## src/design/sfe_pkg.sv

```systemverilog
// Package with constants and types for the serial flash front end.
package sfe_pkg;

   // ****************************************************************
   // Array organisation
   // ****************************************************************
   localparam int SFE_SECTORS = 4; // Sectors in the array.
   localparam int SFE_PAGES_PER_SECTOR = 256; // Pages in each sector.
   localparam int SFE_PAGE_BYTES = 256; // Bytes in each page.
   localparam int SFE_ADDR_W = 18; // Byte address width, 4*256*256 bytes.
   localparam int SFE_SECT_LSB = 16; // Lowest sector bit of the address.
   localparam int SFE_PAGE_LSB = 8; // Lowest page bit of the address.
   localparam int SFE_BYTE_BITS = 8; // Bits in one serial byte.
   localparam int SFE_MAX_WRITE = 256; // Most bytes in one page write.
   localparam int SFE_ADDR_BYTES = 3; // Address bytes after an opcode.

   // ****************************************************************
   // Command codes, arbitrary values chosen for this block
   // ****************************************************************
   localparam logic [7:0] SFE_OP_PAGE_WRITE = 8'h02; // Page write.
   localparam logic [7:0] SFE_OP_READ = 8'h03; // Plain read.
   localparam logic [7:0] SFE_OP_BLOCK_WIPE = 8'hd8; // Sector erase.
   localparam logic [7:0] SFE_OP_FULL_WIPE = 8'hc7; // Whole array erase.

   // ****************************************************************
   // Types
   // ****************************************************************
   // Command phase state machine.
   typedef enum logic [2:0] {
      SFE_ST_IDLE = 3'b000,
      SFE_ST_ADDR = 3'b001,
      SFE_ST_WDATA = 3'b010,
      SFE_ST_RDATA = 3'b011,
      SFE_ST_WIPE = 3'b100,
      SFE_ST_DONE = 3'b101
   } sfe_state_t;

   // Pins seen from the master side.
   typedef struct packed {
      logic sclk; // Serial clock.
      logic sel_n; // Device select, active low.
      logic pause_n; // Pause request, active low.
      logic mosi; // Serial data into the device.
   } sfe_pins_t;

   // Request to the flash array core.
   typedef struct packed {
      logic wr; // Write one byte, one cycle pulse.
      logic rd; // Read one byte, one cycle pulse.
      logic wipe_sect; // Sector erase pulse.
      logic wipe_all; // Full array erase pulse.
      logic [SFE_ADDR_W-1:0] addr; // Byte address or sector.
      logic [7:0] wdata; // Byte to program.
   } sfe_req_t;

endpackage : sfe_pkg

```

## src/design/sfe_front_end.sv

```systemverilog
// Serial flash SPI front end: pin sampling, command decode, array requests.
`timescale 1ns/1ps
`default_nettype none

module sfe_front_end
   import sfe_pkg::*;
(
   input wire logic ref_clk,
   input wire logic arst_n,
   input wire sfe_pins_t pins, // Raw pins from the master.
   input wire logic core_busy, // Array core has a cycle running.
   input wire logic [7:0] core_rdata, // Byte returned by the array core.
   output logic miso_o, // Serial output value.
   output logic miso_oe_n, // Low while the device drives its output.
   output sfe_req_t req, // Requests to the array core.
   output logic active_pwr, // High in the active power state.
   output logic standby // High in standby.
);

   // ****************************************************************
   // Pin synchronisers
   // ****************************************************************
   // Two sync flops for every pin; logic reads the second stage and the third copy.
   sfe_pins_t s1_r, s2_r, s3_r;

   // First and second stage, plus a third copy used for edge finding.
   always_ff @(posedge ref_clk or negedge arst_n) begin
      if (!arst_n) begin
         // Select resets low in every stage. A select that is held low
         // through reset must not look like the arming edge; the cost
         // is that active power reads high until the pin has passed.
         s1_r <= '{sclk: 1'b0, sel_n: 1'b0, pause_n: 1'b1, mosi: 1'b0};
         s2_r <= '{sclk: 1'b0, sel_n: 1'b0, pause_n: 1'b1, mosi: 1'b0};
         s3_r <= '{sclk: 1'b0, sel_n: 1'b0, pause_n: 1'b1, mosi: 1'b0};
      end else begin
         s1_r <= pins;
         s2_r <= s1_r;
         s3_r <= s2_r;
      end
   end

   // Edge detectors on the synchronised pins.
   logic rise, fall, sel_fall;
   assign rise = s2_r.sclk & ~s3_r.sclk;
   assign fall = ~s2_r.sclk & s3_r.sclk;
   assign sel_fall = ~s2_r.sel_n & s3_r.sel_n;

   // ****************************************************************
   // Command engine
   // ****************************************************************
   sfe_state_t st_r, st_nxt;
   logic armed_r, armed_nxt; // Select edge seen since reset.
   logic paused_r, paused_nxt; // Pause condition in force.
   logic [7:0] sh_r, sh_nxt; // Input shift register.
   logic [2:0] bit_r, bit_nxt; // Bits received in current byte.
   logic [1:0] abyte_r, abyte_nxt; // Address bytes received.
   logic [7:0] op_r, op_nxt; // Opcode of current command.
   logic [SFE_ADDR_W-1:0] addr_r, addr_nxt; // Running address.
   logic [8:0] wcnt_r, wcnt_nxt; // Bytes accepted in a page write.
   logic [7:0] osh_r, osh_nxt; // Output shift register.
   logic miso_r, miso_nxt; // Registered serial output.
   logic oe_n_r, oe_n_nxt; // Registered output enable.
   sfe_req_t req_r, req_nxt;
   logic [7:0] byte_in;

   // Next page address wraps inside the page, sector bits are kept.
   function automatic logic [SFE_ADDR_W-1:0] page_inc(
      input logic [SFE_ADDR_W-1:0] a);
      page_inc = {a[SFE_ADDR_W-1:SFE_PAGE_LSB],
                  a[SFE_PAGE_LSB-1:0] + 8'h01};
   endfunction : page_inc

   assign byte_in = {sh_r[6:0], s2_r.mosi};

   // Next state of the whole command engine.
   always_comb begin
      st_nxt = st_r;
      armed_nxt = armed_r;
      paused_nxt = paused_r;
      sh_nxt = sh_r;
      bit_nxt = bit_r;
      abyte_nxt = abyte_r;
      op_nxt = op_r;
      addr_nxt = addr_r;
      wcnt_nxt = wcnt_r;
      osh_nxt = osh_r;
      miso_nxt = miso_r;
      oe_n_nxt = oe_n_r;
      req_nxt = '0;
      req_nxt.addr = addr_r;
      req_nxt.wdata = req_r.wdata;
      if (sel_fall) begin
         armed_nxt = 1'b1;
      end
      if (s2_r.sel_n) begin
         // Deselected: abandon any partial command; only a finished erase
         // is issued now, since page write bytes already went out one by one.
         if (st_r == SFE_ST_WIPE && bit_r == 3'd0) begin
            req_nxt.wipe_all = (op_r == SFE_OP_FULL_WIPE);
            req_nxt.wipe_sect = (op_r == SFE_OP_BLOCK_WIPE);
         end
         st_nxt = SFE_ST_IDLE;
         paused_nxt = 1'b0;
         bit_nxt = 3'd0;
         abyte_nxt = 2'd0;
         wcnt_nxt = 9'd0;
         oe_n_nxt = 1'b1;
      end else if (!s2_r.pause_n && !paused_r && s2_r.sclk == 1'b0) begin
         // Pause starts only while selected and clock low.
         paused_nxt = 1'b1;
         oe_n_nxt = 1'b1;
      end else if (paused_r) begin
         // Clock and data ignored until pause is released.
         if (s2_r.pause_n && s2_r.sclk == 1'b0) begin
            paused_nxt = 1'b0;
            oe_n_nxt = (st_r == SFE_ST_RDATA) ? 1'b0 : 1'b1;
         end
      end else if (armed_r && rise) begin
         // Sample on rising edges, either clock idle level.
         sh_nxt = byte_in;
         bit_nxt = bit_r + 3'd1;
         if (bit_r == 3'd7) begin
            case (st_r)
               SFE_ST_IDLE: begin
                  op_nxt = byte_in;
                  abyte_nxt = 2'd0;
                  if (byte_in == SFE_OP_FULL_WIPE)
                     st_nxt = SFE_ST_WIPE;
                  else if (byte_in == SFE_OP_PAGE_WRITE ||
                           byte_in == SFE_OP_READ ||
                           byte_in == SFE_OP_BLOCK_WIPE)
                     st_nxt = SFE_ST_ADDR;
                  else
                     st_nxt = SFE_ST_DONE;
               end
               SFE_ST_ADDR: begin
                  addr_nxt = {addr_r[SFE_ADDR_W-9:0], byte_in};
                  abyte_nxt = abyte_r + 2'd1;
                  if (abyte_r == 2'(SFE_ADDR_BYTES - 1)) begin
                     if (op_r == SFE_OP_PAGE_WRITE) begin
                        st_nxt = SFE_ST_WDATA;
                     end else if (op_r == SFE_OP_BLOCK_WIPE) begin
                        st_nxt = SFE_ST_WIPE;
                     end else begin
                        st_nxt = SFE_ST_RDATA;
                        req_nxt.rd = 1'b1;
                        req_nxt.addr = {addr_r[SFE_ADDR_W-9:0], byte_in};
                     end
                  end
               end
               SFE_ST_WDATA: begin
                  // Bytes past the page size are dropped.
                  if (wcnt_r < 9'(SFE_MAX_WRITE)) begin
                     req_nxt.wr = 1'b1;
                     req_nxt.wdata = byte_in;
                     addr_nxt = page_inc(addr_r);
                     wcnt_nxt = wcnt_r + 9'd1;
                  end
               end
               SFE_ST_RDATA: begin
                  addr_nxt = addr_r + 18'h00001;
                  req_nxt.rd = 1'b1;
                  req_nxt.addr = addr_r + 18'h00001;
               end
               SFE_ST_WIPE: begin
                  st_nxt = SFE_ST_DONE; // Extra bytes cancel the erase.
               end
               SFE_ST_DONE: begin
                  st_nxt = SFE_ST_DONE;
               end
               default: begin
                  st_nxt = SFE_ST_DONE;
               end
            endcase
         end
      end else if (armed_r && fall && st_r == SFE_ST_RDATA) begin
         // Shift out on falling edges, most significant bit first.
         if (bit_r == 3'd0) begin
            miso_nxt = core_rdata[7];
            osh_nxt = {core_rdata[6:0], 1'b0};
         end else begin
            miso_nxt = osh_r[7];
            osh_nxt = {osh_r[6:0], 1'b0};
         end
         oe_n_nxt = 1'b0;
      end
   end

   // Register the command engine.
   always_ff @(posedge ref_clk or negedge arst_n) begin
      if (!arst_n) begin
         st_r <= SFE_ST_IDLE;
         armed_r <= 1'b0;
         paused_r <= 1'b0;
         sh_r <= 8'h00;
         bit_r <= 3'd0;
         abyte_r <= 2'd0;
         op_r <= 8'h00;
         addr_r <= '0;
         wcnt_r <= 9'd0;
         osh_r <= 8'h00;
         miso_r <= 1'b0;
         oe_n_r <= 1'b1;
         req_r <= '0;
      end else begin
         st_r <= st_nxt;
         armed_r <= armed_nxt;
         paused_r <= paused_nxt;
         sh_r <= sh_nxt;
         bit_r <= bit_nxt;
         abyte_r <= abyte_nxt;
         op_r <= op_nxt;
         addr_r <= addr_nxt;
         wcnt_r <= wcnt_nxt;
         osh_r <= osh_nxt;
         miso_r <= miso_nxt;
         oe_n_r <= oe_n_nxt;
         req_r <= req_nxt;
      end
   end

   // ****************************************************************
   // Outputs and power state
   // ****************************************************************
   assign miso_o = miso_r;
   assign miso_oe_n = oe_n_r;
   assign req = req_r;
   // Selected or busy keeps active power; otherwise standby.
   assign active_pwr = ~s2_r.sel_n | core_busy;
   assign standby = ~active_pwr;

endmodule : sfe_front_end

`default_nettype wire

```

## config.mk

```make
export PLATFORM = sky130hd
export DESIGN_NAME = sfe_front_end
export DESIGN_NICKNAME = d
export VERILOG_FILES = /design/src/design/sfe_pkg.sv /design/src/design/sfe_front_end.sv
export SDC_FILE = /design/constraint.sdc
export NUM_CORES = 1
export LEC_CHECK = 0
export ABC_AREA = 1
export BUFFER_PORTS_ARGS = -buffer_cell sky130_fd_sc_hd__buf_2
export CORE_MARGIN = 1.5
export CORE_UTILIZATION = 54
export DETAILED_ROUTE_END_ITERATION = 8
export PLACE_DENSITY_LB_ADDON = 0.08
export SYNTH_ARGS = -nofsm -noshare
export SYNTH_HDL_FRONTEND = slang
export SYNTH_SLANG_ARGS = --single-unit
```

## constraint.sdc

```tcl
create_clock -name ref_clk -period 1.5 [get_ports ref_clk]
set_input_delay 0.45 -clock ref_clk [delete_from_list [all_inputs] [get_ports ref_clk]]
set_output_delay 0.45 -clock ref_clk [all_outputs]
set_load 0.03 [all_outputs]
```

# Word-level counts from Yosys, hierarchy flattened

Cells that the tools add are included.

Bits in registers: 102
Output and inout bits: 34
Input bits: 15

Order comparisons: 1
Add/sub/neg operators: 5
Equal/unequal tests: 20
Mux-type cells: 67
Reduce and logical (&&, ||, !) cells: 33
Bitwise operators: 12

Operators by type and width:

| kind                                           | count |
|---|---|
| 2-to-1 mux 26 bit                              | 5 |
| 2-to-1 mux 9 bit                               | 7 |
| 2-to-1 mux 18 bit                              | 3 |
| case mux 18 bit (3 select lines)               | 1 |
| 2-to-1 mux 3 bit                               | 14 |
| case mux 18 bit (2 select lines)               | 1 |
| == test 8 bit (second input constant)          | 4 |
| 2-to-1 mux 8 bit                               | 4 |
| == test 8 x 2 -> 1 bit (second input constant) | 3 |
| 2-to-1 mux 2 bit                               | 12 |
| AND reduction 7 bit                            | 3 |
| adder 18 x 1 -> 18 bit (second input constant) | 1 |
| AND reduction 6 bit                            | 3 |
| 2-to-1 mux 1 bit                               | 17 |
| AND reduction 5 bit                            | 2 |
| nonzero test 2 bit                             | 5 |
| adder 9 x 1 -> 9 bit (second input constant)   | 1 |
| < comparator 9 bit (second input constant)     | 1 |
| case mux 3 bit (3 select lines)                | 1 |
| adder 8 x 1 -> 8 bit (second input constant)   | 1 |
| inverter 1 bit                                 | 8 |
| logical AND 1 bit                              | 7 |
| == test 3 x 2 -> 1 bit (second input constant) | 2 |
| == test 3 bit (second input constant)          | 2 |
| other kinds (21)                               | 30 |

# Depth between registers and ports, before layout

Gate-level depths: netlist of the first run.

Depth in word-level cells: 11
Depth in mapped cells: 12

# Least setup slack after synthesis of the first run

OpenSTA, ideal clock, no wires.

Kind: register to output
Start: reg s2_r[2] (netlist bit)
End: out active_pwr
Data required time: 1.050 ns
Slack: -0.318 ns
Buffers on the path: 1
Data arrival time: 1.368 ns
Cell stages (with the launch flop): 5
Cell sequence: dfrtp_1 -> buf_2 -> inv_1 -> nor2_1 -> inv_1

Cells in the longest elaborated chain, start to end: 2

RTL lines:

| what                            | line                 | RTL |
|---|---|---|
| start, declared                 | sfe_front_end.sv:24  | `sfe_pins_t s1_r, s2_r, s3_r;` |
| start signal, assigned          | sfe_front_end.sv:33  | `s2_r <= '{sclk: 1'b0, sel_n: 1'b0, pause_n: 1'b1, mosi: 1'b0};` |
| start signal, assigned          | sfe_front_end.sv:37  | `s2_r <= s1_r;` |
| inverter 1 bit (no source line) | n/a                  |  |
| bitwise OR 1 bit                | sfe_front_end.sv:229 | `assign active_pwr = ~s2_r.sel_n \| core_busy;` |
| end, declared                   | sfe_front_end.sv:16  | `output logic active_pwr,` |

No other way between the ends.

# Worst setup path after layout of the first run

Start: reg bit_r[0]
End: reg addr_r[7]

Cells in the longest elaborated chain, start to end: 2

RTL lines:

| what                                 | line                 | RTL |
|---|---|---|
| start, declared                      | sfe_front_end.sv:55  | `logic [2:0] bit_r, bit_nxt;` |
| start signal, assigned               | sfe_front_end.sv:210 | `bit_r <= bit_nxt;` |
| == test 3 bit                        | sfe_front_end.sv:122 | `if (bit_r == 3'd7) begin` |
| AND reduction 7 bit (no source line) | n/a                  |  |
| end signal, assigned                 | sfe_front_end.sv:213 | `addr_r <= addr_nxt;` |
| end, declared                        | sfe_front_end.sv:58  | `logic [SFE_ADDR_W-1:0] addr_r, addr_nxt;` |

No other way between the ends.
A chain may end at the register's enable or synchronous reset.

==> impl_metrics.yaml, run 1 <==
global_routing:
  grtUsageTotal: 0.286
  grt_start_max_net_pins: 33
  overflow: 0
  grt_pass1_vias: 4718
  antenna_found_initial: 0
  grt_pass1_wl_um: 22400
sta:
  setup_viol: 65
  finalCritPeriodShare: 1.11
  grt_setup_unrepaired: "true"
  setup_ws_ns: -0.171
  clock.fmax_ghz: 0.599
  setup_tns_ns: -6.26
  drv_slew: 0
  finalHoldViolCount: 0
  final.min_clock_period_ns: 1.67
  holdWs_ns: 0.165
  tightestPinTransition_ns: 0.444
  finalClockSkew_ns: 0.0147
  max_slew_margin: 0.701
placed_design:
  io_buffer_count: 48
  dp_cells: 880
  place.gp.congestion: 0.910
  dpl.hpwl_um: 9810
  placed_area_um2: 6150
yosys:
  synth.distinct_cells: 36
  syn_avg_cell_area_um2: 7.92
  ys_async_sr_fraction: 1.00
  synth_fp_nets: 675
  synth.area.top_cells: "dfrtp_1 47%, nand2_1 14%, o21ai_0 5.5%"
  yosysTopAreaCellShare: 0.473
  synth_seq_cells: 101
  synthCells: 654
  ys.warnings.count: 0
  syn_area_um2: 5180
  synth_ff_type: "dfrtp_1"
  seq_area_frac_synth: 0.489
  synth_area_leader_cell: "dfrtp_1"
  synth-edff-count: 0
setup_path:
  reg2reg_depth: 9
  path_max_fanout: 6
  crit_path_end_kind: "flop"
  crit_arrival_ns: 1.97
  criticalPathCategory: "reg2reg"
  start_kind: "flop"
  critPathRequiredTime_ns: 1.80
route:
  routed_wl_um: 15000
  met2RoutedLength_um: 7220
  post_drt_wl_per_cell_um: 16.2
  vias_per_cell: 5.47
  m1WireLength_um: 6520
  postRouteAntennaNets: 0
  top_layer: "met4"
  drc: 0
  wl_met3_um: 978
  vias: 5084
  dr.pass1.iters: 5
  drt_iter0_drc: 320
floorplan:
  fp.coreArea_um2: 9280
  initial_utilization: 0.558
  die_x_um: 101
  boundaryPins: 49
  std_cell_rows: 35
  dieArea_um2: 10200
  fp.dieH_um: 101
cells_and_area:
  layout_commonest_cell: "nand2_1"
  final_util: 0.795
  layout-area-overhead-vs-synth_pct: 42.4
  antenna_cells: 0
  final_cells: 929
  layout_common_cells: "138 x nand2_1, 94 x dfrtp_1, 69 x buf_4"
  finalInstanceArea_um2: 7380
  drive_gt1_frac: 0.406
  layout.nets: 816
  nFillCells: 610
clock_tree:
  tritoncts: "yes"
  insertion_delay_ns: 0.39
  htree_levels: 3
  ctsRootBufferMaster: "clkbuf_8"
  clock_path_buffers: 2
  cts_made_buffers: 9
  path_clk_slew_ns: 0.10
  clock-sinks: 101
outcome:
  status: "complete, but fails checks"
  failed_checks: "negative setup slack"
pwr:
  power_density_nw_per_um2: 777
  power.leakage_nw: 3.68
  vdd_drop_max_uv: 704
job:
  maxCapViolCount: 0
min_path:
  hold_class: "in2reg"
  hold_depth: 1
==> power breakdown <==
part	switching (mW)	internal [mW]	leakage, nW
clock network	0.979	0.787	0.0977
logic	0.636	0.375	2.25
registers	0.117	2.84	1.33
==> worst max-delay path: stages, from the launching register on <==
cell,delay (ns)
dfrtp_1,0.38
ha_2,0.20
ha_4,0.14
inv_4,0.03
nor2_4,0.15
o21ai_2,0.11
nor2_4,0.25
buf_4,0.17
o211ai_1,0.08
o21ai_0,0.10
==> stage by stage <==
| step | setup WS [ns] | power, mW |
|---|---|---|
| 6_report | -0.171 | 5.73 |
| 5_1_grt | -0.241 | 5.98 |
| 4_1_cts | -0.0999 | 5.64 |
| 3_5_place_dp | -0.152 | 3.80 |
| 3_3_place_gp | -0.0700 | 3.77 |
| 2_1_floorplan | -0.0579 | 3.40 |
==> what timing repair did <==
item	4_1_cts	5_1_grt
hold buffers	1	0
gates resized for setup	50	165
endpoints found under the hold margin	16	0
pin swaps	6	29
cloned	1	6
setup buffers	8	17
endpoints found under the setup margin	72	86
==> metal layers <==
layer / GRT usage / vias up
met1: 0.396 / 2444
met4: 0.100 / 0
met3: 0.0680 / 35
met5: 0 / -
met2: 0.443 / 195
li1: - / 2410
==> cell type report <==
cell class	count	area, um^2	share of cell area
clock buffer	10	128	0.0173
sequential	101	2540	0.344
tap	129	161	0.0219
timing repair buffer	145	1300	0.177
inverter	82	335	0.0455
clock inverter	6	68.8	0.00933
multi-input combinational	456	2850	0.386
==> cells by family (layout without fill, tap and decap cells) <==
logic type / Yosys count / count (layout) / synth area share
xor gates and xnor gates: 9 / 9 / 0.0152
and+or+nand+nor: 332 / 333 / 0.283
muxes: 8 / 8 / 0.0155
buffers and inverters: 98 / 243 / 0.0746
adders and majority gates: 6 / 6 / 0.0145
AOI/OAI and AO/OA: 100 / 100 / 0.109
DFF: 101 / 101 / 0.489
==> Yosys cell counts, types with 6 or more instances <==
cell type / count
mux2i_1: 8
nor2_1: 48
ha_1: 6
inv_1: 76
nand2_1: 187
buf_2: 6
o21ai_2: 9
nand3_1: 49
xor2_1: 6
o21ai_0: 57
nor3_1: 8
dfrtp_1: 98
a21oi_1: 19
clkbuf_1: 8
inv_2: 6
o31ai_1: 6
nand4_1: 20
==> registers in the layout, summed over array words and instances (netlist names) <==
register / count
abyte_r: 2
addr_r: 18
armed_r: 1
bit_r: 3
byte_in: 1
miso_o: 1
miso_oe_n: 1
op_r: 8
osh_r: 7
paused_r: 1
req: 30
s1_r: 4
s2_r: 3
s3_r: 2
sh_r: 7
st_r: 3
wcnt_r: 9
==> worst paths after layout <==
check,startpoint,endpoint,slack (ns)
hold / removal,pins[1],s1_r[1],0.16
min in group asynchronous,arst_n,miso_o,0.50
setup reg to reg,bit_r[0],addr_r[7],-0.17
hold reg to reg,s1_r[0],byte_in[0],0.36
max in group asynchronous,arst_n,miso_oe_n,0.49
setup / recovery,bit_r[0],addr_r[7],-0.17
Note: power is estimated with default switching activity, not from simulation.
==> inputs of run 2 (changes only) <==
--- a/config.mk
+++ b/config.mk
@@ -7,6 +7,7 @@
 export LEC_CHECK = 0
 export ABC_AREA = 1
 export BUFFER_PORTS_ARGS = -buffer_cell sky130_fd_sc_hd__buf_2
+export CORE_ASPECT_RATIO = 0.5
 export CORE_MARGIN = 1.5
 export CORE_UTILIZATION = 54
 export DETAILED_ROUTE_END_ITERATION = 8
==> impl_metrics.yaml, run 2 (same netlist as run 1, synthesis figures left out) <==
cells_and_area:
  layout_commonest_cell: "nand2_1"
  nFillCells: 643
  layout.nets: 812
  antenna_cells: 0
  layout-area-overhead-vs-synth_pct: 37.1
  layout_common_cells: "159 x nand2_1, 94 x dfrtp_1, 72 x buf_4"
  finalInstanceArea_um2: 7100
  drive_gt1_frac: 0.346
  largest_register_ffs: 30
sta:
  max_slew_margin: 0.721
  tightestPinTransition_ns: 0.415
  setup_ws_ns: -0.186
  finalClockSkew_ns: 0.00741
  finalHoldViolCount: 0
  setup_viol: 61
  clock.fmax_ghz: 0.593
  finalCritPeriodShare: 1.12
  final.min_clock_period_ns: 1.69
  grt_setup_unrepaired: "true"
  drv_slew: 0
setup_path:
  reg2reg_depth: 9
  r2r_slack_ns: -0.19
  crit_path_end_kind: "flop"
  cpLargestDelayFamily: "simple AND/OR/NAND/NOR gates"
  endpoint: "addr_r[1]"
  path_max_fanout: 8
  max_stage_delay_ns: 0.36
  criticalPathCategory: "reg2reg"
  start_kind: "flop"
  reg2reg_to: "addr_r[1]"
  crit_start: "bit_r[1]"
  crit_slowest_cell: "dfrtp_1"
  r2r-start: "bit_r[1]"
  critPathRequiredTime_ns: 1.73
  path_buf_inv: 2
  crit_cells: 9
  path_cells: "ha_2 -> ha_4 -> inv_2 -> nor2_4 -> o21ai_2 -> nor2_4 -> inv_2 -> nor2_1 -> a21oi_1"
  crit_arrival_ns: 1.91
global_routing:
  grt_start_max_net_pins: 48
  grt_pass1_vias: 4674
  overflow: 0
  antenna_found_initial: 0
  grtUsageTotal: 0.278
  grt_pass1_wl_um: 22100
clock_tree:
  clock-sinks: 101
  insertion_delay_ns: 0.35
  path_clk_slew_ns: 0.06
  clock_path_buffers: 2
  ctsRootBufferMaster: "clkbuf_16"
  htree_levels: 3
  tritoncts: "yes"
  cts_made_buffers: 9
route:
  postRouteAntennaNets: 0
  drt_iter0_drc: 521
  vias_per_cell: 5.56
  dr.pass1.iters: 5
  routed_wl_um: 14700
  vias: 5090
  drc: 0
  post_drt_wl_per_cell_um: 16.1
min_path:
  hp-start: "pins[3]"
  hold_class: "in2reg"
outcome:
  failed_checks: "negative setup slack"
  status: "complete, but fails checks"
floorplan:
  initial_utilization: 0.552
  die_x_um: 142
  fp.coreArea_um2: 9380
  std_cell_rows: 25
  boundaryPins: 49
  dieArea_um2: 10200
  fp.dieH_um: 72.3
placed_design:
  place.gp.congestion: 0.901
  placed_area_um2: 6190
  io_buffer_count: 48
  dpl.hpwl_um: 9400
pwr:
  power.leakage_nw: 3.57
  vdd_drop_max_uv: 548
  switching_share: 0.268
  p_int_mw: 4.63
  power_density_nw_per_um2: 892
  seqPwrFrac: 0.467
  p_clk_frac: 0.386
  p_switching_mw: 1.70
  power_frac_comb: 0.147
  power_mw: 6.33
job:
  maxCapViolCount: 0
==> run 2: cell types whose count changed in the layout (fill, tap and decap cells not counted), moves of 6 or more <==
cell	previous run	this run
nand2_1	138	159
nand2_2	39	27
o21ai_0	29	39
clkbuf_8	9	0
nand2_4	12	3
nand3_1	32	41
nand3_2	16	7
buf_12	14	8
clkbuf_16	6	12
o21ai_1	22	16
==> run 2: power by group through the flow <==
| stage | clock network [mW] | logic, mW | registers, mW |
|---|---|---|---|
| global placement | 0 | 0.794 | 2.99 |
| global route | 2.58 | 1.02 | 2.97 |
| detailed placement | 0 | 0.813 | 3.00 |
| CTS | 2.47 | 0.858 | 2.95 |
| floorplan | 0 | 0.413 | 2.99 |
| finish | 2.44 | 0.931 | 2.96 |
==> run 2: area by class of cell <==
type | instances | area, um^2 | area share
clock buffers | 10 | 229 | 0.0323
multi-input cells | 455 | 2630 | 0.370
inverters | 82 | 315 | 0.0444
well taps | 121 | 151 | 0.0213
flip-flops and latches | 101 | 2540 | 0.357
repair buffers | 142 | 1170 | 0.164
clock inverters | 4 | 73.8 | 0.0104
==> run 2: metal layers <==
layer  GRT usage  routed length (um)  share of wire
met4      0.0916                 354          0.024
met3      0.0653                1090          0.074
met5           0                   0              0
met2       0.438                6680           0.45
met1       0.386                6580           0.45
==> run 2: stage by stage <==
step,instances,setup TNS (ns),hold slack (ns),utilization,setup slack [ns]
3_5_place_dp,885,-3.58,0.329,0.660,-0.109
5_1_grt,915,-11.20,0.192,0.757,-0.294
2_1_floorplan,654,-0.357,0.154,-,-0.0579
3_3_place_gp,885,-1.41,0.326,0.660,-0.105
6_report,915,-4.11,0.201,0.757,-0.186
4_1_cts,905,-1.67,0.196,0.712,-0.0868
==> run 2: what timing repair did <==
item	4_1_cts	5_1_grt
hold endpoints to repair	13	0
endpoints found under the setup margin	76	86
buffers inserted	5	7
pin swaps	13	17
hold buffers	1	0
gates cloned	0	3
resized for setup	53	88
==> run 2: how the worst min path moves through the flow <==
stage                     slack (ns)          to  cells past startpoint
after floorplan                 0.15  abyte_r[0]                      0
after global placement          0.33   wcnt_r[1]                      1
after detailed placement        0.33     req[29]                      1
after CTS                       0.20     s1_r[3]                      1
after global routing            0.19     s1_r[3]                      1
final                           0.20     s1_r[3]                      1
